`src/tmlam_pkg.sv`:
```
// Purpose: shared constants for the temperature monitor and limit alarm core
// Assumes: 100 MHz core clock, 8-bit registers on 32-bit AXI4-Lite words
// Notes:   register byte address is four times the register index
package tmlam_pkg;

  // clock and timing
  localparam int unsigned CLK_HZ          = 100_000_000;
  localparam int unsigned SMB_TIMEOUT_MS  = 25;
  // typical wait rounds down to whole cycles
  localparam int unsigned SMB_TIMEOUT_CYC = (CLK_HZ / 1000) * SMB_TIMEOUT_MS;
  localparam int unsigned SMB_TIMEOUT_MAX_MS = 300;
  localparam int unsigned CONV_BASE_CYC   = 1000;

  // register indices, byte address = index * 4
  localparam logic [7:0] REG_LOCAL      = 8'h00;
  localparam logic [7:0] REG_REMOTE_HI  = 8'h01;
  localparam logic [7:0] REG_STATUS     = 8'h02;
  localparam logic [7:0] REG_CONFIG     = 8'h03;
  localparam logic [7:0] REG_RATE       = 8'h04;
  localparam logic [7:0] REG_LIMIT_BASE = 8'h05;
  localparam logic [7:0] REG_LIMIT_LAST = 8'h0C;
  localparam logic [7:0] REG_REMOTE_LO  = 8'h10;

  // limit slots, offset from REG_LIMIT_BASE
  localparam int unsigned LIM_L_HIGH = 0;
  localparam int unsigned LIM_L_LOW  = 1;
  localparam int unsigned LIM_R_HIGH = 2;
  localparam int unsigned LIM_R_LOW  = 3;
  localparam int unsigned LIM_L_TRIP = 4;
  localparam int unsigned LIM_R_TRIP = 5;
  localparam int unsigned LIM_R_HIGH_FRAC = 6;
  localparam int unsigned LIM_R_LOW_FRAC  = 7;
  localparam int unsigned LIM_COUNT  = 8;

  // configuration bits
  localparam int unsigned CFG_ALARM_MASK = 7;
  localparam int unsigned CFG_STANDBY    = 6;
  localparam int unsigned CFG_PIN_TRIP2  = 5;
  localparam int unsigned CFG_EXT_RANGE  = 2;
  localparam int unsigned CFG_TIMEOUT_EN = 0;

  // status bits
  localparam int unsigned ST_BUSY   = 7;
  localparam int unsigned ST_L_HIGH = 6;
  localparam int unsigned ST_L_LOW  = 5;
  localparam int unsigned ST_R_HIGH = 4;
  localparam int unsigned ST_R_LOW  = 3;
  localparam int unsigned ST_FAULT  = 2;
  localparam int unsigned ST_R_TRIP = 1;
  localparam int unsigned ST_L_TRIP = 0;

  // reset values
  localparam logic [7:0] RST_CONFIG = 8'h00;
  localparam logic [7:0] RST_RATE   = 8'h08;
  localparam logic [7:0] RST_HIGH   = 8'h55;
  localparam logic [7:0] RST_LOW    = 8'h00;
  localparam logic [7:0] RST_TRIP   = 8'h55;
  localparam logic [7:0] RST_FRAC   = 8'h00;
  localparam logic [3:0] RATE_MAX   = 4'hA;

  // result clamps in quarter degrees, extended offset of 64 degrees
  localparam logic signed [10:0] QD_MIN_DEF = 11'sh000;
  localparam logic signed [10:0] QD_MIN_EXT = -11'sh0A0;
  localparam logic signed [10:0] QD_MAX     = 11'sh1F4;
  localparam logic signed [10:0] QD_OFFSET  = 11'sh100;

  // axi responses
  localparam logic [1:0] RESP_OKAY   = 2'h0;
  localparam logic [1:0] RESP_SLVERR = 2'h2;

endpackage

```
`src/tmlam_sync.sv`:
```
// Purpose: two-stage synchroniser for pins entering the core clock
// Assumes: inputs are slow levels relative to clk_i
// Notes:   only the second stage may be read by logic
`timescale 1ns/100ps
`default_nettype none
module tmlam_sync #(
  parameter int unsigned WIDTH = 1
) (
  input  wire logic             clk_i,
  input  wire logic             rst_n_i,
  input  wire logic [WIDTH-1:0] async_i,
  input  wire logic [WIDTH-1:0] rst_val_i,
  output logic      [WIDTH-1:0] sync_o
);
  typedef struct packed {
    logic [WIDTH-1:0] meta;
    logic [WIDTH-1:0] stable;
  } tmlam_sync_state_type;

  tmlam_sync_state_type s_q, s_d;

  initial begin
    if (WIDTH < 1) $error("tmlam_sync: WIDTH must be at least 1");
  end

  // first stage feeds only the second
  always_comb begin
    s_d        = s_q;
    s_d.meta   = async_i ^ rst_val_i;
    s_d.stable = s_q.meta;
  end

  // reset to constants; rst_val_i applies through the output xor, in reset as well
  always_ff @(posedge clk_i or negedge rst_n_i) begin
    if (!rst_n_i) begin
      s_q <= '0;
    end else begin
      s_q <= s_d;
    end
  end

  // stages hold pin xor rst_val_i, so a cleared flop reads as rst_val_i
  assign sync_o = s_q.stable ^ rst_val_i;
endmodule
`default_nettype wire

```
`src/tmlam_axil.sv`:
```
// Purpose: AXI4-Lite slave turning bus traffic into register strokes
// Assumes: one write and one read outstanding at most
// Notes:   write strobe and read strobe each last one cycle
`timescale 1ns/100ps
`default_nettype none
module tmlam_axil (
  input  wire logic        clk_i,
  input  wire logic        rst_n_i,
  input  wire logic [31:0] s_axi_awaddr,
  input  wire logic        s_axi_awvalid,
  output logic             s_axi_awready,
  input  wire logic [31:0] s_axi_wdata,
  input  wire logic [3:0]  s_axi_wstrb,
  input  wire logic        s_axi_wvalid,
  output logic             s_axi_wready,
  output logic [1:0]       s_axi_bresp,
  output logic             s_axi_bvalid,
  input  wire logic        s_axi_bready,
  input  wire logic [31:0] s_axi_araddr,
  input  wire logic        s_axi_arvalid,
  output logic             s_axi_arready,
  output logic [31:0]      s_axi_rdata,
  output logic [1:0]       s_axi_rresp,
  output logic             s_axi_rvalid,
  input  wire logic        s_axi_rready,
  output logic             wr_en_o,
  output logic [31:0]      wr_addr_o,
  output logic [31:0]      wr_data_o,
  output logic             wr_byte0_o,
  input  wire logic        wr_ok_i,
  output logic             rd_en_o,
  output logic [31:0]      rd_addr_o,
  input  wire logic [7:0]  rd_data_i,
  input  wire logic        rd_ok_i
);
  typedef struct packed {
    logic        aw_have;
    logic [31:0] awaddr;
    logic        w_have;
    logic [31:0] wdata;
    logic        wbyte0;
    logic        awready;
    logic        wready;
    logic        bvalid;
    logic [1:0]  bresp;
    logic        ar_have;
    logic [31:0] araddr;
    logic        arready;
    logic        rvalid;
    logic [31:0] rdata;
    logic [1:0]  rresp;
  } tmlam_axil_state_type;

  tmlam_axil_state_type s_q, s_d;

  // write once both halves are held and no response is pending
  assign wr_en_o    = s_q.aw_have & s_q.w_have & ~s_q.bvalid;
  assign wr_addr_o  = s_q.awaddr;
  assign wr_data_o  = s_q.wdata;
  assign wr_byte0_o = s_q.wbyte0;
  assign rd_en_o    = s_q.ar_have & ~s_q.rvalid;
  assign rd_addr_o  = s_q.araddr;

  // channel handshakes, address and data taken in either order
  always_comb begin
    s_d = s_q;
    if (s_axi_awvalid && s_q.awready) begin
      s_d.aw_have = 1'b1;
      s_d.awaddr  = s_axi_awaddr;
    end
    if (s_axi_wvalid && s_q.wready) begin
      s_d.w_have = 1'b1;
      s_d.wdata  = s_axi_wdata;
      s_d.wbyte0 = s_axi_wstrb[0];
    end
    if (wr_en_o) begin
      s_d.aw_have = 1'b0;
      s_d.w_have  = 1'b0;
      s_d.bvalid  = 1'b1;
      s_d.bresp   = wr_ok_i ? tmlam_pkg::RESP_OKAY : tmlam_pkg::RESP_SLVERR;
    end else if (s_q.bvalid && s_axi_bready) begin
      s_d.bvalid = 1'b0;
    end
    s_d.awready = ~s_d.aw_have & ~s_d.bvalid;
    s_d.wready  = ~s_d.w_have & ~s_d.bvalid;
    if (s_axi_arvalid && s_q.arready) begin
      s_d.ar_have = 1'b1;
      s_d.araddr  = s_axi_araddr;
    end
    if (rd_en_o) begin
      s_d.ar_have = 1'b0;
      s_d.rvalid  = 1'b1;
      s_d.rdata   = {24'h000000, rd_data_i};
      s_d.rresp   = rd_ok_i ? tmlam_pkg::RESP_OKAY : tmlam_pkg::RESP_SLVERR;
    end else if (s_q.rvalid && s_axi_rready) begin
      s_d.rvalid = 1'b0;
    end
    s_d.arready = ~s_d.ar_have & ~s_d.rvalid;
  end

  always_ff @(posedge clk_i or negedge rst_n_i) begin
    if (!rst_n_i) begin
      s_q <= '0;
    end else begin
      s_q <= s_d;
    end
  end

  assign s_axi_awready = s_q.awready;
  assign s_axi_wready  = s_q.wready;
  assign s_axi_bvalid  = s_q.bvalid;
  assign s_axi_bresp   = s_q.bresp;
  assign s_axi_arready = s_q.arready;
  assign s_axi_rvalid  = s_q.rvalid;
  assign s_axi_rdata   = s_q.rdata;
  assign s_axi_rresp   = s_q.rresp;
endmodule
`default_nettype wire

```
`src/tmlam_top.sv`:
```
// Purpose: conversion sequencer, result registers, limit checks and alarm pins
// Assumes: converter front end on clk_i; smbus clock and fault are pins
// Notes:   registers reached over AXI4-Lite, one 8-bit register per word
`timescale 1ns/100ps
`default_nettype none
// Contract
// converter restarts conversions by itself while running normally
// conversions alternate between local and remote sensors
// each result lands in its own channel's value register
// results compared against high, low and trip limits in eight registers
// any out-of-limit comparison sets its status flag
// alarm asserts low on high or low limit violation
// alarm also asserts on external sensor connection fault
// trip output goes low when a result exceeds its trip limit
// configuration can turn the alarm pin into a second trip output
// host writes limits and configuration, device updates control state
// host can read back every register
// config: standby, range, alarm mask, pin function, conversion rate
// bus timeout, 25 ms typical, disabled until host enables it
// config bit 2 selects extended range, clear gives 0 to 125
// extended range reports offset binary shifted by 64 degrees
// reading remote low byte freezes high byte until it is read
// masked alarm still records flags but keeps the pin released
module tmlam_top #(
  parameter int unsigned CONV_BASE_CYCLES = tmlam_pkg::CONV_BASE_CYC,
  parameter int unsigned SMB_TIMEOUT_CYCLES = tmlam_pkg::SMB_TIMEOUT_CYC
) (
  input  wire logic        clk_i,
  input  wire logic        rst_n_i,
  input  wire logic [31:0] s_axi_awaddr,
  input  wire logic        s_axi_awvalid,
  output logic             s_axi_awready,
  input  wire logic [31:0] s_axi_wdata,
  input  wire logic [3:0]  s_axi_wstrb,
  input  wire logic        s_axi_wvalid,
  output logic             s_axi_wready,
  output logic [1:0]       s_axi_bresp,
  output logic             s_axi_bvalid,
  input  wire logic        s_axi_bready,
  input  wire logic [31:0] s_axi_araddr,
  input  wire logic        s_axi_arvalid,
  output logic             s_axi_arready,
  output logic [31:0]      s_axi_rdata,
  output logic [1:0]       s_axi_rresp,
  output logic             s_axi_rvalid,
  input  wire logic        s_axi_rready,
  output logic             conv_start_o,
  output logic             conv_remote_o,
  input  wire logic        conv_done_i,
  input  wire logic [9:0]  conv_data_i,
  input  wire logic        sensor_fault_i,
  input  wire logic        smbus_scl_i,
  output logic             smbus_timeout_o,
  output logic             alarm_n_o,
  output logic             alarm_oe_o,
  output logic             thermal_trip_n_o,
  output logic             thermal_trip_oe_o
);
  typedef enum logic [2:0] {
    ST_IDLE  = 3'b001,
    ST_START = 3'b010,
    ST_WAIT  = 3'b100
  } tmlam_conv_state_type;

  typedef struct packed {
    tmlam_conv_state_type      conv;
    logic [31:0]               timer;
    logic                      remote;
    logic [7:0]                local_val;
    logic [7:0]                rem_hi;
    logic [7:0]                rem_lo;
    logic                      hi_lock;
    logic [7:0]                status;
    logic [7:0]                config_r;
    logic [7:0]                rate;
    logic [tmlam_pkg::LIM_COUNT-1:0][7:0] limit;
    logic                      trip_l;
    logic                      trip_r;
    logic                      conv_start;
    logic [31:0]               smb_cnt;
    logic                      smb_to;
    logic                      alarm_n;
    logic                      trip_n;
  } tmlam_top_state_type;

  tmlam_top_state_type s_q, s_d;

  logic        wr_en, wr_byte0, rd_en, rd_ok, wr_ok, fault_s, scl_s;
  logic [31:0] wr_addr, wr_data, rd_addr;
  logic [7:0]  rd_data;
  logic [1:0]  pins_sync;

  initial begin
    if (CONV_BASE_CYCLES < 1 || CONV_BASE_CYCLES > 32'h0040_0000)
      $error("tmlam_top: CONV_BASE_CYCLES out of range");
    if (SMB_TIMEOUT_CYCLES < 2)
      $error("tmlam_top: SMB_TIMEOUT_CYCLES too small");
  end

  tmlam_axil u_axil (
    .clk_i         (clk_i),
    .rst_n_i       (rst_n_i),
    .s_axi_awaddr  (s_axi_awaddr),
    .s_axi_awvalid (s_axi_awvalid),
    .s_axi_awready (s_axi_awready),
    .s_axi_wdata   (s_axi_wdata),
    .s_axi_wstrb   (s_axi_wstrb),
    .s_axi_wvalid  (s_axi_wvalid),
    .s_axi_wready  (s_axi_wready),
    .s_axi_bresp   (s_axi_bresp),
    .s_axi_bvalid  (s_axi_bvalid),
    .s_axi_bready  (s_axi_bready),
    .s_axi_araddr  (s_axi_araddr),
    .s_axi_arvalid (s_axi_arvalid),
    .s_axi_arready (s_axi_arready),
    .s_axi_rdata   (s_axi_rdata),
    .s_axi_rresp   (s_axi_rresp),
    .s_axi_rvalid  (s_axi_rvalid),
    .s_axi_rready  (s_axi_rready),
    .wr_en_o       (wr_en),
    .wr_addr_o     (wr_addr),
    .wr_data_o     (wr_data),
    .wr_byte0_o    (wr_byte0),
    .wr_ok_i       (wr_ok),
    .rd_en_o       (rd_en),
    .rd_addr_o     (rd_addr),
    .rd_data_i     (rd_data),
    .rd_ok_i       (rd_ok)
  );

  // scl idles high, so its synchronised value reads high from reset on
  tmlam_sync #(.WIDTH(2)) u_sync (
    .clk_i     (clk_i),
    .rst_n_i   (rst_n_i),
    .async_i   ({smbus_scl_i, sensor_fault_i}),
    .rst_val_i (2'h2),
    .sync_o    (pins_sync)
  );
  assign fault_s = pins_sync[0];
  assign scl_s   = pins_sync[1];

  // map a byte address to its register index, flag unmapped ones
  function automatic logic mapped(input logic [31:0] addr);
    logic [7:0] idx;
    idx = addr[9:2];
    mapped = (addr[31:10] == 22'h000000) && (addr[1:0] == 2'h0) &&
             (idx <= tmlam_pkg::REG_LIMIT_LAST || idx == tmlam_pkg::REG_REMOTE_LO);
  endfunction

  // clamp raw quarter degrees and encode for the chosen range
  function automatic logic [9:0] encode(input logic [9:0] raw, input logic ext);
    logic signed [10:0] v;
    v = {raw[9], raw};
    // range select clamp
    if (ext && v < tmlam_pkg::QD_MIN_EXT) v = tmlam_pkg::QD_MIN_EXT;
    if (!ext && v < tmlam_pkg::QD_MIN_DEF) v = tmlam_pkg::QD_MIN_DEF;
    if (v > tmlam_pkg::QD_MAX) v = tmlam_pkg::QD_MAX;
    // offset binary shift
    if (ext) v = v + tmlam_pkg::QD_OFFSET;
    encode = v[9:0];
  endfunction

  assign wr_ok = mapped(wr_addr);
  assign rd_ok = mapped(rd_addr);

  // read mux over every register
  always_comb begin
    rd_data = 8'h00;
    case (rd_addr[9:2])
      tmlam_pkg::REG_LOCAL:     rd_data = s_q.local_val;
      tmlam_pkg::REG_REMOTE_HI: rd_data = s_q.rem_hi;
      tmlam_pkg::REG_REMOTE_LO: rd_data = s_q.rem_lo;
      tmlam_pkg::REG_STATUS:    rd_data = s_q.status;
      tmlam_pkg::REG_CONFIG:    rd_data = s_q.config_r;
      tmlam_pkg::REG_RATE:      rd_data = s_q.rate;
      default: begin
        if (rd_addr[9:2] >= tmlam_pkg::REG_LIMIT_BASE &&
            rd_addr[9:2] <= tmlam_pkg::REG_LIMIT_LAST) begin
          rd_data = s_q.limit[3'(rd_addr[9:2] - tmlam_pkg::REG_LIMIT_BASE)];
        end
      end
    endcase
    if (!rd_ok) rd_data = 8'h00;
  end

  // next state for sequencer, registers, comparators and pins
  always_comb begin
    logic [3:0]  rate_c;
    logic [31:0] period;
    logic [9:0]  res, hi_lim, lo_lim;
    logic [7:0]  set_bits;
    logic        ext, standby, alarm_cond, trip_cond;
    rate_c     = 4'h0;
    period     = 32'h0000_0000;
    res        = 10'h000;
    hi_lim     = 10'h000;
    lo_lim     = 10'h000;
    set_bits   = 8'h00;
    alarm_cond = 1'b0;
    trip_cond  = 1'b0;
    s_d        = s_q;
    // control fields
    ext     = s_q.config_r[tmlam_pkg::CFG_EXT_RANGE];
    standby = s_q.config_r[tmlam_pkg::CFG_STANDBY];
    rate_c  = (s_q.rate[3:0] > tmlam_pkg::RATE_MAX) ? tmlam_pkg::RATE_MAX : s_q.rate[3:0];
    // higher rate code halves the wait between conversions
    period  = CONV_BASE_CYCLES << (tmlam_pkg::RATE_MAX - rate_c);
    s_d.conv_start = 1'b0;

    case (s_q.conv)
      ST_IDLE: begin
        if (s_q.timer != 32'h0000_0000) begin
          s_d.timer = s_q.timer - 32'h0000_0001;
        // self triggered start
        end else if (!standby) begin
          s_d.conv       = ST_START;
          s_d.conv_start = 1'b1;
        end
      end
      ST_START: s_d.conv = ST_WAIT;
      ST_WAIT: begin
        if (conv_done_i) begin
          res = encode(conv_data_i, ext);
          if (s_q.remote) begin
            // high byte frozen while locked
            if (!s_q.hi_lock) s_d.rem_hi = res[9:2];
            // remote result store
            s_d.rem_lo = {res[1:0], 6'h00};
            // remote limit compare
            hi_lim = {s_q.limit[tmlam_pkg::LIM_R_HIGH],
                      s_q.limit[tmlam_pkg::LIM_R_HIGH_FRAC][7:6]};
            lo_lim = {s_q.limit[tmlam_pkg::LIM_R_LOW],
                      s_q.limit[tmlam_pkg::LIM_R_LOW_FRAC][7:6]};
            set_bits[tmlam_pkg::ST_R_HIGH] = res > hi_lim;
            set_bits[tmlam_pkg::ST_R_LOW]  = res < lo_lim;
            s_d.trip_r = res[9:2] > s_q.limit[tmlam_pkg::LIM_R_TRIP];
            set_bits[tmlam_pkg::ST_R_TRIP] = s_d.trip_r;
          end else begin
            // local result store
            s_d.local_val = res[9:2];
            // local limit compare
            set_bits[tmlam_pkg::ST_L_HIGH] = res[9:2] > s_q.limit[tmlam_pkg::LIM_L_HIGH];
            set_bits[tmlam_pkg::ST_L_LOW]  = res[9:2] < s_q.limit[tmlam_pkg::LIM_L_LOW];
            s_d.trip_l = res[9:2] > s_q.limit[tmlam_pkg::LIM_L_TRIP];
            set_bits[tmlam_pkg::ST_L_TRIP] = s_d.trip_l;
          end
          // swap channel
          s_d.remote = ~s_q.remote;
          s_d.conv   = ST_IDLE;
          s_d.timer  = period;
        end
      end
      default: s_d.conv = ST_IDLE;
    endcase
    // sensor fault flag
    set_bits[tmlam_pkg::ST_FAULT] = fault_s;

    // register writes; read-only registers ignore writes
    if (wr_en && wr_ok && wr_byte0) begin
      // host programming
      case (wr_addr[9:2])
        tmlam_pkg::REG_CONFIG: s_d.config_r = wr_data[7:0];
        tmlam_pkg::REG_RATE:   s_d.rate     = wr_data[7:0];
        default: begin
          if (wr_addr[9:2] >= tmlam_pkg::REG_LIMIT_BASE &&
              wr_addr[9:2] <= tmlam_pkg::REG_LIMIT_LAST) begin
            s_d.limit[3'(wr_addr[9:2] - tmlam_pkg::REG_LIMIT_BASE)] = wr_data[7:0];
          end
        end
      endcase
    end

    // read side effects: clear flags, manage the high byte lock
    if (rd_en && rd_ok) begin
      if (rd_addr[9:2] == tmlam_pkg::REG_STATUS) s_d.status = 8'h00;
      // low read locks, high read unlocks
      if (rd_addr[9:2] == tmlam_pkg::REG_REMOTE_LO) s_d.hi_lock = 1'b1;
      if (rd_addr[9:2] == tmlam_pkg::REG_REMOTE_HI) s_d.hi_lock = 1'b0;
    end
    // sticky flags, a new event beats the read clear
    s_d.status = s_d.status | set_bits;
    s_d.status[tmlam_pkg::ST_BUSY] = (s_d.conv != ST_IDLE);

    // scl held low too long; off until enabled
    s_d.smb_to = 1'b0;
    if (scl_s || !s_q.config_r[tmlam_pkg::CFG_TIMEOUT_EN]) begin
      s_d.smb_cnt = 32'h0000_0000;
    end else if (s_q.smb_cnt < SMB_TIMEOUT_CYCLES) begin
      s_d.smb_cnt = s_q.smb_cnt + 32'h0000_0001;
      s_d.smb_to  = (s_d.smb_cnt == SMB_TIMEOUT_CYCLES);
    end

    // alarm from limit flags and the fault flag
    alarm_cond = |s_q.status[tmlam_pkg::ST_L_HIGH:tmlam_pkg::ST_FAULT];
    // trip comparator level
    trip_cond = s_q.trip_l | s_q.trip_r;
    s_d.trip_n = ~trip_cond;
    // pin acts as second trip
    if (s_q.config_r[tmlam_pkg::CFG_PIN_TRIP2]) begin
      s_d.alarm_n = ~trip_cond;
    end else begin
      // mask holds the pin released
      s_d.alarm_n = ~(alarm_cond & ~s_q.config_r[tmlam_pkg::CFG_ALARM_MASK]);
    end
  end

  // reset values are constants only
  always_ff @(posedge clk_i or negedge rst_n_i) begin
    if (!rst_n_i) begin
      s_q          <= '0;
      s_q.conv     <= ST_IDLE;
      s_q.config_r <= tmlam_pkg::RST_CONFIG;
      s_q.rate     <= tmlam_pkg::RST_RATE;
      // slot 7 first; order must follow the slot numbers in the package
      s_q.limit    <= {tmlam_pkg::RST_FRAC, tmlam_pkg::RST_FRAC, tmlam_pkg::RST_TRIP,
                       tmlam_pkg::RST_TRIP, tmlam_pkg::RST_LOW, tmlam_pkg::RST_HIGH,
                       tmlam_pkg::RST_LOW, tmlam_pkg::RST_HIGH};
      s_q.alarm_n  <= 1'b1;
      s_q.trip_n   <= 1'b1;
    end else begin
      s_q <= s_d;
    end
  end

  // open-drain pins: enable high while pulling low
  assign alarm_n_o         = s_q.alarm_n;
  assign alarm_oe_o        = ~s_q.alarm_n;
  assign thermal_trip_n_o  = s_q.trip_n;
  assign thermal_trip_oe_o = ~s_q.trip_n;
  assign conv_start_o      = s_q.conv_start;
  assign conv_remote_o     = s_q.remote;
  assign smbus_timeout_o   = s_q.smb_to;
endmodule
`default_nettype wire

```
`config.mk`:
```
export PLATFORM = sky130hd
export DESIGN_NAME = tmlam_top
export DESIGN_NICKNAME = d
export VERILOG_FILES = /design/src/tmlam_pkg.sv /design/src/tmlam_sync.sv /design/src/tmlam_axil.sv /design/src/tmlam_top.sv
export SDC_FILE = /design/constraint.sdc
export NUM_CORES = 1
export LEC_CHECK = 0
export ABC_AREA = 1
export BUFFER_PORTS_ARGS = -buffer_cell sky130_fd_sc_hd__buf_2
export CAP_MARGIN = 5
export CORE_ASPECT_RATIO = 0.9
export CORE_MARGIN = 2
export CORE_UTILIZATION = 50
export CTS_CLUSTER_SIZE = 14
export DETAILED_ROUTE_END_ITERATION = 12
export MAX_ROUTING_LAYER = met4
export PLACE_DENSITY_LB_ADDON = 0.2
export SLEW_MARGIN = 15
export SYNTH_ARGS = -nofsm -noshare
export SYNTH_HDL_FRONTEND = slang
export SYNTH_SLANG_ARGS = --single-unit
```
`constraint.sdc`:
```
create_clock -name clk_i -period 3.5 [get_ports clk_i]
set_clock_uncertainty 0.2 [all_clocks]
set_input_delay 0.35 -clock clk_i [delete_from_list [all_inputs] [get_ports clk_i]]
set_output_delay 0.35 -clock clk_i [all_outputs]
set_load 0.01 [all_outputs]
```
Word level (Yosys, flattened, before mapping)
Index checks and enable logic that the tools add are counted.
{"block": "op_classes", "addsub": 6, "multipliers": 0, "n_div": 0, "n_lt_le_gt_ge": 18, "n_eq_ne": 15, "shifts": 1, "muxes": 61, "bitwise": 26, "n_reduce_logical": 42}
{"operator": "two-way mux 33 bit", "count": 3}
{"operator": "two-way mux 11 bit", "count": 6}
{"operator": "bitwise mux 64 bit", "count": 1}
{"operator": "two-way mux 32 bit", "count": 2}
{"operator": "one-hot mux 32 bit (2 select lines)", "count": 1}
{"operator": "two-way mux 10 bit", "count": 6}
{"operator": "two-way mux 60 bit", "count": 1}
{"operator": "two-way mux 8 bit", "count": 6}
{"operator": "one-hot mux 8 bit (6 select lines)", "count": 1}
{"operator": "logical NOT 22 bit", "count": 2}
{"operator": "two-way mux 34 bit", "count": 1}
{"operator": "adder 32 x 1 -> 32 bit (second input constant)", "count": 1}
{"operator": "equality test 32 x 22 -> 1 bit (second input constant)", "count": 1}
{"operator": "< comparator 32 x 22 -> 1 bit (second input constant)", "count": 1}
{"operator": "nonzero test 32 bit", "count": 1}
{"operator": "left shift 10 x 4 -> 32 bit (first input constant)", "count": 1}
{"operator": "subtractor 32 x 1 -> 32 bit (second input constant)", "count": 1}
{"operator": "binary-select mux 8 bit (select 3 bit)", "count": 1}
{"operator": "demux 8 bit (select 3 bit)", "count": 1}
{"operator": "equality test 8 x 2 -> 1 bit (second input constant)", "count": 3}
{"operator": "> comparator 8 bit", "count": 3}
{"operator": "logical AND 1 bit", "count": 17}
{"operator": "NOT 1 bit", "count": 17}
{"operator": "equality test 8 x 3 -> 1 bit (second input constant)", "count": 2}
{"operator": "other kinds (41)", "count": 89}
{"block": "totals", "ff_bits": 302, "latchBits": 0, "mem_bits_rw": 0, "rom_bits": 0, "input_bits": 120, "output_inout_bits": 48, "word_cells": 211, "mem_count": 0}

Depth between registers and ports, before layout
Gate-level depths: netlist of the first run.
{"block": "logic_depth", "word_depth": 23, "depth_mapped": 17, "ltp_nobuf": 17}

By module
Synthesis of the first run repeated with hierarchy kept, for this count alone.
{"block": "hier_totals", "hier_cells": 2271, "area_unflattened_um2": 17832.1}
{"module": "tmlam_top", "instances": 1, "cells_per_inst": 1617, "area_each_um2": 11853.9, "seq_area_each_um2": 4554.4}
{"module": "tmlam_axil", "instances": 1, "cells_per_inst": 632, "area_each_um2": 5810.6, "seq_area_each_um2": 2877.8}
{"module": "tmlam_sync", "instances": 1, "cells_per_inst": 22, "area_each_um2": 167.7, "seq_area_each_um2": 100.1}

Worst setup path before layout of the first run
Ideal clock, no wire load.
{"block": "synth_path", "kind": "register -> register", "start": "register s_q[105] in the netlist's numbering", "end": "register s_q[166] in the netlist's numbering", "setup_time_ns": 0.076, "t_arrival_ns": 2.205, "setup_slack_ns": 1.019, "path_stages_with_launch": 14, "path_buffers": 0, "period_less_slack_ns": 2.481, "cell_sequence": "dfstp_2 inv_1 o21ai_0 inv_1 ha_1 inv_1 nand2_1 nand2_1 clkinv_1 o21ai_0 o2111ai_1 o21ai_0 nand2_1 o21ai_1"}
{"block": "synth_via", "elab_chain_cells": 6}
{"element": "start: declaration", "line": "tmlam_top.sv:86", "rtl": "tmlam_top_state_type s_q, s_d;"}
{"element": "> comparator 4 bit", "line": "tmlam_top.sv:205", "rtl": "rate_c = (s_q.rate[3:0] > tmlam_pkg::RATE_MAX) ? tmlam_pkg::RATE_MAX : s_q.rate[3:0];"}
{"element": "two-way mux 4 bit *", "line": "tmlam_top.sv:205"}
{"element": "subtractor 4 bit *", "line": "tmlam_top.sv:207", "rtl": "period = CONV_BASE_CYCLES << (tmlam_pkg::RATE_MAX - rate_c);"}
{"element": "left shift 10 x 4 -> 32 bit *", "line": "tmlam_top.sv:207"}
{"element": "two-way mux 60 bit *", "line": "tmlam_top.sv:222", "rtl": "if (conv_done_i) begin"}
{"element": "one-hot mux 32 bit (2 select lines) *", "line": "tmlam_top.sv:210", "rtl": "case (s_q.conv)"}
Every way passes the cells marked *; elsewhere a longest branch is shown, timed or not. The select of a mux whose other input is x is not followed.
A chain may end at the register's enable or synchronous reset.

Worst setup path in the final report of the first run
{"block": "layout_path", "start": "register s_q[11] in the netlist's numbering", "end": "register s_q[21] in the netlist's numbering"}
{"block": "layout_via", "elab_chain_cells": 3, "word_cells_on_any_way": 5, "classes_between": "add/sub: 1; order compare: 1; mux: 2; reduce/logical: 1"}
{"element": "adder 32 x 1 -> 32 bit", "line": "tmlam_top.sv:289", "rtl": "s_d.smb_cnt = s_q.smb_cnt + 32'h0000_0001;"}
{"element": "two-way mux 33 bit", "line": "tmlam_top.sv:288", "rtl": "end else if (s_q.smb_cnt < SMB_TIMEOUT_CYCLES) begin"}
{"element": "two-way mux 32 bit", "line": "tmlam_top.sv:286", "rtl": "if (scl_s || !s_q.config_r[tmlam_pkg::CFG_TIMEOUT_EN]) begin"}
Parallel ways exist; a longest one is shown, timed or not. The select of a mux whose other input is x is not followed.

==> impl_metrics.json, run 1 <==
{
  "hpwlAfterDp_um": 26700,
  "antenna_found_initial": 0,
  "cts.htree.levels": 1,
  "grt_pass1_vias": 12500,
  "route.met2.wl_um": 17900,
  "power.density_nw_per_um2": 565,
  "path_cells": "nand2_1, a21oi_1, a21oi_1, o21ai_0, nand2_1, nand2_1, nand2_1, o22ai_1",
  "status": "complete, no violations",
  "grtUsageTotal_pct": 25.5,
  "die_width_um": 186,
  "synth_edf_count": 0,
  "synth_top_area_share_pct": 42.8,
  "crit_arrival_ns": 3.13,
  "slew_violations": 0,
  "yosys_register_bits": 276,
  "io_pins": 168,
  "drc_errors": 0,
  "synth_area_leader_cell": "dfrtp_1",
  "critPathTopFamily": "simple AND/OR/NAND/NOR gates",
  "rows": 60,
  "setup_violations": 0,
  "stdcell_area_um2": 17600,
  "cpMostUsedCell": "nand2_1",
  "cts-root-buf": "clkbuf_16",
  "fmax_mhz": 346,
  "setup_tns_ns": 0,
  "drt_iter0_drc": 1180,
  "dr_wl_met3_um": 2050,
  "worstSetupPathType": "reg2reg",
  "rsz0062_at_grt": "false",
  "clkLatencyLatePin_ns": 0.56,
  "ys_top_cells_by_count": "nand2_1, dfrtp_1, inv_1",
  "hold_class": "in2reg",
  "cp_num_buf_inv": 0,
  "tritoncts": "yes",
  "pwr-share-seq_pct": 41.4,
  "fin_crit_ns": 2.89,
  "worst-path-max-fanout": 24,
  "yosysWarningCount": 0,
  "syn_avg_cell_area_um2": 8.11,
  "diodes": 0,
  "synth_area_leaders": "dfrtp_1, nand2_1, o21ai_0",
  "cts.sinks": 276,
  "dpl.cell_count": 2324,
  "clkPwrFrac_pct": 30.8,
  "max-slew-margin-rel_pct": 40.6,
  "syn_to_final_growth_pct": 17.3,
  "crit_path_start_kind": "flop",
  "worst_pin_slew_ns": 0.889,
  "holdWs_ns": 0.0654,
  "p_switching_uw": 3420,
  "crit_path_max_incr_delay_ns": 0.63,
  "cp.required_ns": 3.74,
  "cts_resized": 0,
  "detail-route-antenna-nets": 0,
  "cp_slowest_cell": "nand2_1",
  "finalNetCount": 2217,
  "cellLeakagePower_uw": 0.00832,
  "ir_drop_uv": 388,
  "final_cells": 2460,
  "cp-end-kind": "flop",
  "p_int_uw": 6510,
  "overflow": 0,
  "period_share_pct": 82.6,
  "synth_cell_types": 52,
  "wl_um": 38800,
  "die_h_um": 168,
  "place_congestion": 0.947,
  "layout-drive-gt1-share_pct": 12.8,
  "synthFlopType": "dfrtp_1",
  "num_vias": 12900,
  "syn_area_um2": 15000,
  "maxCapViolations": 0,
  "coreArea_um2": 29700,
  "async_flop_share_pct": 100,
  "routed_via_density": 5.26,
  "final_util_pct": 59.2,
  "cts_buffers": 30,
  "switching_share_pct": 34.5,
  "syn_inst": 1846,
  "grt_max_degree": 94,
  "first_pass_iters": 5,
  "yosysMostFrequentCell": "nand2_1",
  "met1Wirelength_um": 18000,
  "top_layer": "met4",
  "place_area_um2": 15800,
  "power_frac_comb_pct": 27.8,
  "die-area_um2": 31300,
  "hold_violations": 0,
  "grt_first_pass_wirelength_um": 63500,
  "clk_pin_slew_ns": 0.06,
  "clockBufferDepth": 3,
  "ys_seq_area_share_pct": 46.3,
  "start_util_pct": 50.5,
  "drt-wirelength-per-cell_um": 15.8,
  "io_buffer_count": 114
}
==> worst reg2reg max path: stages, from the launching register on <==
cell and delay, ns:
dfrtp_1 0.40, nand2_1 0.15, a21oi_1 0.17, a21oi_1 0.10, o21ai_0 0.27, nand2_1 0.09
nand2_1 0.33, nand2_1 0.63, o22ai_1 0.43
==> cell type report <==
| type | count | area (µm²) |
|---|---|---|
| fill | 2676 | 12100 |
| clock buffer | 49 | 923 |
| tap | 403 | 504 |
| timing repair buffer | 220 | 1590 |
| inverter | 224 | 841 |
| multi-input combinational | 1282 | 6740 |
| sequential | 276 | 6930 |
| clock inverter | 6 | 36.3 |
==> cell usage in the layout (no fill, tap or decap), drive strengths merged, types with 3 or more instances in the layout <==
master,n
xnor2,3
nor4,10
nand4,26
a21oi,62
nor2,205
xor2,28
dfstp,20
o22ai,19
a211oi,3
dfrtp,256
o221a,3
inv,218
nand2,444
a31oi,10
o221ai,8
conb,26
dlygate4sd3,81
buf,139
ha,63
nor3,27
clkbuf,49
mux2,27
clkinv,11
o21ai,204
o211ai,9
o2111ai,3
a22oi,10
a221oi,3
nand3,74
==> power by group through the flow <==
| stage | sequential, µW | clock (µW) | combinational (µW) |
|---|---|---|---|
| 6_report | 4110 | 3060 | 2760 |
| 5_1_grt | 4190 | 3260 | 3090 |
| 4_1_cts | 4100 | 3120 | 2750 |
| 3_5_place_dp | 4150 | 0 | 2660 |
| 3_3_place_gp | 4130 | 0 | 2590 |
| 2_1_floorplan | 4090 | 0 | 1850 |
==> per-stage QoR <==
stage / power, µW / setup slack (ns)
after global routing: 10500 / 0.361
after CTS: 9970 / 0.483
final: 9930 / 0.608
after floorplan: 5940 / 1.02
after global placement: 6720 / 0.717
after detailed placement: 6810 / 0.562
==> path summary, 6_finish.rpt <==
path                                start  cells after the start  slack [ns]             to
setup / recovery                  s_q[11]                      8        0.61        s_q[21]
hold / removal             conv_data_i[4]                      3        0.07       s_q[145]
setup reg to reg                  s_q[11]                      8        0.61        s_q[21]
hold reg to reg             u_sync.s_d[1]                      0        0.15  u_sync.s_q[1]
max in group asynchronous         rst_n_i                      3        1.93        s_q[82]
min in group asynchronous         rst_n_i                      2        0.21         s_q[8]
==> per-layer routing <==
metal / up-vias / track usage [%]
li1: 6364 / -
met1: 6082 / 35.1
met2: 406 / 40.2
met3: 76 / 3.15
met4: 0 / 6.68
met5: - / -
==> logic make-up after synthesis <==
logic type	Yosys count	share of synthesized area [%]
AO/OA/AOI/OAI	345	13.1
other	1	0.0250
AND/OR/NAND/NOR	790	22.2
multiplexers	27	2.03
flip-flops	276	46.3
adder cells (fa/ha/maj)	63	5.26
XOR/XNOR	31	1.81
buffers and inverters	313	9.35
==> registers in the layout, indices dropped and copies added, names as in the netlist, 2 cells and up <==
signal              cells
u_axil.wr_addr_o       32
s_q                   176
u_axil.wr_data_o        8
u_sync.s_q              2
u_axil.s_axi_rdata      8
u_axil.s_q              3
u_axil.rd_addr_o       32
u_sync.s_d              2
==> what timing repair did <==
item / 4_1_cts / 5_1_grt
endpoints found under the hold margin: 161 / 0
hold buffers: 81 / 0
buffers inserted: 0 / 0
Note: power is estimated with default switching activity, not from simulation.
==> inputs of run 2 (changes only) <==
ABC_AREA = 0   (was 1)
clock period = 2.8 ns   (was 3.5 ns; I/O delays follow)
==> impl_metrics.json, run 2 <==
{
  "clkPwrFrac_pct": 33.1,
  "cts_buffers": 30,
  "drt-wirelength-per-cell_um": 18.4,
  "cp_num_cells": 6,
  "yosysWarningCount": 0,
  "worst_pin_slew_ns": 0.812,
  "cpMostUsedCell": "or4_4",
  "worst-path-max-fanout": 34,
  "synth_area_leaders": "dfrtp_1, mux2_2, ha_1",
  "clockBufferDepth": 3,
  "overflow": 0,
  "cp-startpoint": "s_q[176]",
  "final_common_cell": "dfrtp_1",
  "critPathTopFamily": "simple AND/OR/NAND/NOR gates",
  "fin_crit_ns": 2.71,
  "yosys_register_bits": 276,
  "grtUsageTotal_pct": 25.6,
  "die_width_um": 186,
  "maxCapViolations": 0,
  "detail-route-antenna-nets": 0,
  "layout-drive-gt1-share_pct": 29.0,
  "dp_slack_ns": 0.0498,
  "cp-end-kind": "flop",
  "io_pins": 168,
  "regMostFlops": "s_q",
  "syn_area_um2": 14800,
  "r2r_end": "s_q[161]",
  "first_pass_iters": 5,
  "grt_first_pass_wirelength_um": 61900,
  "synth_edf_count": 0,
  "largest_reg_flops": 176,
  "seqCellArea_um2": 6930,
  "crit_path_start_kind": "flop",
  "clk_pin_slew_ns": 0.06,
  "tritoncts": "yes",
  "status": "complete, no violations",
  "rows": 59,
  "final_util_pct": 62.4,
  "crit_end": "s_q[161]",
  "max-slew-margin-rel_pct": 45.6,
  "finalNetCount": 1796,
  "cts.htree.levels": 1,
  "die_h_um": 167,
  "layout_common_cells": "dfrtp_1, mux2_2, buf_2",
  "cp_num_buf_inv": 1,
  "cts-root-buf": "clkbuf_16",
  "ff2ff_path_depth": 6,
  "period_share_pct": 96.7,
  "antenna_found_initial": 0,
  "worstSetupPathType": "reg2reg",
  "switching_share_pct": 30.7,
  "cellLeakagePower_uw": 0.00826,
  "die-area_um2": 31100,
  "nFillCells": 2333,
  "cts.sinks": 276,
  "grt_pass1_vias": 11800,
  "coreArea_um2": 29000,
  "ys_top_cells_by_count": "dfrtp_1, mux2_2, nor2_1",
  "synth_top_area_share_pct": 43.2,
  "place_congestion": 0.881,
  "path_cells": "or4_4, or4_4, o41a_1, or2_1, buf_12, a22o_1",
  "power_frac_comb_pct": 23.4,
  "synth_cell_types": 72,
  "hold_violations": 0,
  "fmax_mhz": 369,
  "multi_input_area_um2": 7180,
  "wl_um": 37500,
  "p_switching_uw": 3910,
  "synthFlopType": "dfrtp_1",
  "stdcell_area_um2": 18100,
  "slew_violations": 0,
  "cp_slowest_cell": "or4_4",
  "final_cells": 2034,
  "routed_via_density": 5.60,
  "diodes": 0,
  "hpwlAfterDp_um": 25800,
  "ir_drop_uv": 600,
  "io_buffer_count": 114,
  "syn_to_final_growth_pct": 22.1,
  "clkLatencyLatePin_ns": 0.56,
  "start_util_pct": 51.1,
  "fin_ws_ns": 0.0926,
  "drc_errors": 0,
  "hold_class": "in2reg",
  "syn_inst": 1376,
  "grt_max_degree": 82,
  "ys_seq_area_share_pct": 46.7,
  "p_int_uw": 8830,
  "worst-r2r-setup-slack_ns": 0.09,
  "pwr-share-seq_pct": 43.4,
  "setup_tns_ns": 0,
  "cp.required_ns": 3.05,
  "syn_avg_cell_area_um2": 10.8,
  "power.density_nw_per_um2": 704,
  "synth_area_leader_cell": "dfrtp_1",
  "num_vias": 11400,
  "setup_violations": 0,
  "reg2reg_from": "s_q[176]",
  "place_area_um2": 16100,
  "drt_iter0_drc": 674,
  "crit_path_max_incr_delay_ns": 0.55,
  "dpl.cell_count": 1892,
  "async_flop_share_pct": 100,
  "yosysMostFrequentCell": "dfrtp_1",
  "crit_arrival_ns": 2.96
}
==> run 2: cell count changes after synthesis, moves of 27 or more <==
cell	before	now
a21oi_1	62	35
inv_1	216	77
mux2_2	27	154
nand2_1	442	80
nand3_1	65	29
nor2_1	201	87
o21ai_0	167	66
==> run 2: timing repair <==
| item | CTS | global route |
|---|---|---|
| hold buffers | 85 | 0 |
| gates resized for setup | 0 | 10 |
| hold endpoints to repair | 164 | 0 |
| endpoints found under the setup margin | 0 | 39 |
| setup buffers | 0 | 1 |
==> run 2: area by class of cell <==
cell class                 instances  share of cell area (%)
multi-input combinational        943                    39.7
sequential                       276                    38.3
timing repair buffer             286                    11.8
clock buffer                      44                    5.00
tap                              396                    2.74
inverter                          77                    1.60
clock inverter                    12                   0.899
==> run 2: worst register-to-register path, cell delays in order (launching register included) <==
cell and delay [ns]:
dfrtp_1 0.38, or4_4 0.55, or4_4 0.45, o41a_1 0.36, or2_1 0.25, buf_12 0.18
a22o_1 0.23
==> run 2: per-layer routing <==
metal / global-route usage (%) / up-vias / routed length [µm]
li1: - / 5408 / -
met1: 35.4 / 5644 / 17600
met2: 39.7 / 273 / 17300
met3: 4.00 / 61 / 1740
met4: 6.52 / 0 / 888
met5: - / - / 0
==> run 2: how the worst min path moves through the flow <==
stage          cells after the start  slack [ns]              endpoint           start
6_report                           4        0.05              s_q[136]  conv_data_i[3]
5_1_grt                            4        0.03              s_q[136]  conv_data_i[3]
4_1_cts                            4        0.02              s_q[136]  conv_data_i[3]
3_5_place_dp                       1        0.12  u_axil.rd_addr_o[22]         rst_n_i
3_3_place_gp                       1        0.12  u_axil.rd_addr_o[30]         rst_n_i
2_1_floorplan                      0       -0.22         conv_remote_o         rst_n_i
==> run 2: cell families (layout without fill, tap and decap cells) <==
logic type               after synthesis  count (layout)  synth area share, %
AND/OR/NAND/NOR                      381             381                 13.4
flip-flops                           276             276                 46.7
AO/OA/AOI/OAI                        249             249                 11.3
multiplexers                         188             188                 15.3
buffers and inverters                182             419                 5.73
adder cells (fa/ha/maj)               62              62                 5.23
XOR/XNOR                              37              37                 2.19
other                                  1              26               0.0253
==> run 2: power by group through the flow <==
stage | Combinational (µW) | Sequential [µW] | Clock, µW
floorplan | 2200 | 5180 | 0
global placement | 2770 | 5520 | 0
detailed placement | 2840 | 5560 | 0
CTS | 2950 | 5490 | 4320
global route | 3290 | 5650 | 4490
finish | 2990 | 5530 | 4220
==> run 2: metrics by stage <==
step | total power, µW | hold WS (ns)
2_1_floorplan | 7380 | -0.216
3_3_place_gp | 8290 | 0.121
3_5_place_dp | 8400 | 0.120
4_1_cts | 12800 | 0.0191
5_1_grt | 13400 | 0.0324
6_report | 12700 | 0.0482
==> inputs of run 3 (changes only) <==
PLACE_DENSITY = 0.75   (was default)
PLACE_DENSITY_LB_ADDON = default   (was 0.2)
==> impl_metrics.json, run 3 (synthesis gave the netlist of run 2 again) <==
{
  "cellLeakagePower_uw": 0.00812,
  "antenna_found_initial": 1,
  "io_buffer_count": 114,
  "num_vias": 11500,
  "drt-wirelength-per-cell_um": 18.3,
  "power.total_uw": 12200,
  "start_util_pct": 51.1,
  "ir_drop_uv": 689,
  "crit_arrival_ns": 2.91,
  "hpwlAfterDp_um": 25000,
  "drt_iter0_drc": 721,
  "largest_reg_flops": 176,
  "cts.htree.levels": 1,
  "layout-drive-gt1-share_pct": 28.0,
  "clk_pin_slew_ns": 0.06,
  "syn_to_final_growth_pct": 20.6,
  "period_share_pct": 95.7,
  "path_cells": "or4_4, or4_4, o41a_1, or2_1, buf_12, a22o_1",
  "holdWs_ns": 0.0330,
  "hold_class": "in2reg",
  "place_area_um2": 16100,
  "cts-root-buf": "clkbuf_16",
  "fmax_mhz": 373,
  "tritoncts": "yes",
  "cp-end-kind": "flop",
  "detail-route-antenna-nets": 0,
  "dp_slack_ns": -0.0930,
  "max-slew-margin-rel_pct": 54.7,
  "hold_violations": 0,
  "place_congestion": 0.892,
  "cpMostUsedCell": "or4_4",
  "setup_violations": 0,
  "maxCapViolations": 0,
  "overflow": 0,
  "grt_max_degree": 87,
  "first_pass_iters": 5,
  "cp.required_ns": 3.03,
  "slew_violations": 0,
  "finalNetCount": 1784,
  "regMostFlops": "s_q",
  "power.density_nw_per_um2": 684,
  "cts.sinks": 276,
  "clockBufferDepth": 3,
  "grtUsageTotal_pct": 24.6,
  "rows": 59,
  "drc_errors": 0,
  "wl_um": 36900,
  "worst_pin_slew_ns": 0.675,
  "grt_pass1_vias": 11600,
  "post_cts_buffers": 0,
  "die-area_um2": 31100,
  "worstSetupPathType": "reg2reg",
  "layout_common_cells": "dfrtp_1, mux2_2, buf_2",
  "cts_buffers": 29,
  "grt_first_pass_wirelength_um": 59900,
  "clkLatencyLatePin_ns": 0.55,
  "routed_via_density": 5.68,
  "rsz0062_at_grt": "false",
  "stdcell_area_um2": 17900,
  "cp_slowest_cell": "or4_4",
  "die_width_um": 186,
  "status": "complete, no violations",
  "worst-path-max-fanout": 34,
  "die_h_um": 167,
  "coreArea_um2": 29000,
  "fin_ws_ns": 0.121,
  "final_util_pct": 61.7,
  "io_pins": 168,
  "fin_crit_ns": 2.68,
  "final_common_cell": "dfrtp_1",
  "crit_path_max_incr_delay_ns": 0.54,
  "crit_path_start_kind": "flop"
}
==> run 3: per-stage QoR <==
step                      instances  setup TNS (ns)
final                          2020               0
after floorplan                1401               0
after global placement         1882         -0.0912
after CTS                      2019               0
after global routing           2020               0
after detailed placement       1882          -0.165
==> run 3: cell type report <==
type	instances	area, µm²
fillers	2293	11100
multi-input cells	943	7190
repair buffers	275	2080
diodes	1	2.50
clock buffers	42	805
flip-flops and latches	276	6930
inverters	77	289
well taps	396	495
clock inverters	10	90.1
==> run 3: where the power goes <==
group / internal, µW / total [µW] / leakage [µW] / switching [µW]
registers: 4750 / 5560 / 0.00353 / 811
logic: 1550 / 3040 / 0.00415 / 1480
clock network: 2080 / 3640 / 0.000430 / 1560
total: 8380 / 12200 / 0.00812 / 3850
==> run 3: critical path: cells and delay by family (launching register included) <==
family                 cells  cell delay [ns]
and+or+nand+nor            3             1.24
AOI/OAI and AO/OA          2             0.56
DFF                        1             0.38
buffers and inverters      1             0.18
==> run 3: what timing repair did <==
item	CTS	global route
endpoints found under the setup margin	0	36
hold endpoints to repair	285	0
resized for setup	0	13
hold buffers	85	0
==> run 3: final timing paths <==
path                                 from              endpoint  slack [ns]  cells past startpoint
max in group asynchronous         rst_n_i              s_q[179]        1.47                      3
min                        conv_data_i[5]              s_q[138]        0.03                      4
max                              s_q[176]              s_q[161]        0.12                      6
max reg2reg                      s_q[176]              s_q[161]        0.12                      6
min reg2reg                 u_sync.s_d[1]         u_sync.s_q[1]        0.15                      0
min in group asynchronous         rst_n_i  u_axil.rd_addr_o[27]        0.07                      2
==> run 3: routing by layer <==
layer  wire length, µm  GRT usage (%)  vias up  share of wire (%)
met2             17000           38.8      388                 46
met1             16600           33.3     5654                 45
li1                  -              -     5369                  -
met5                 0              -        -                  0
met3              2290           3.94       69                6.2
met4              1000           6.31        0                2.7
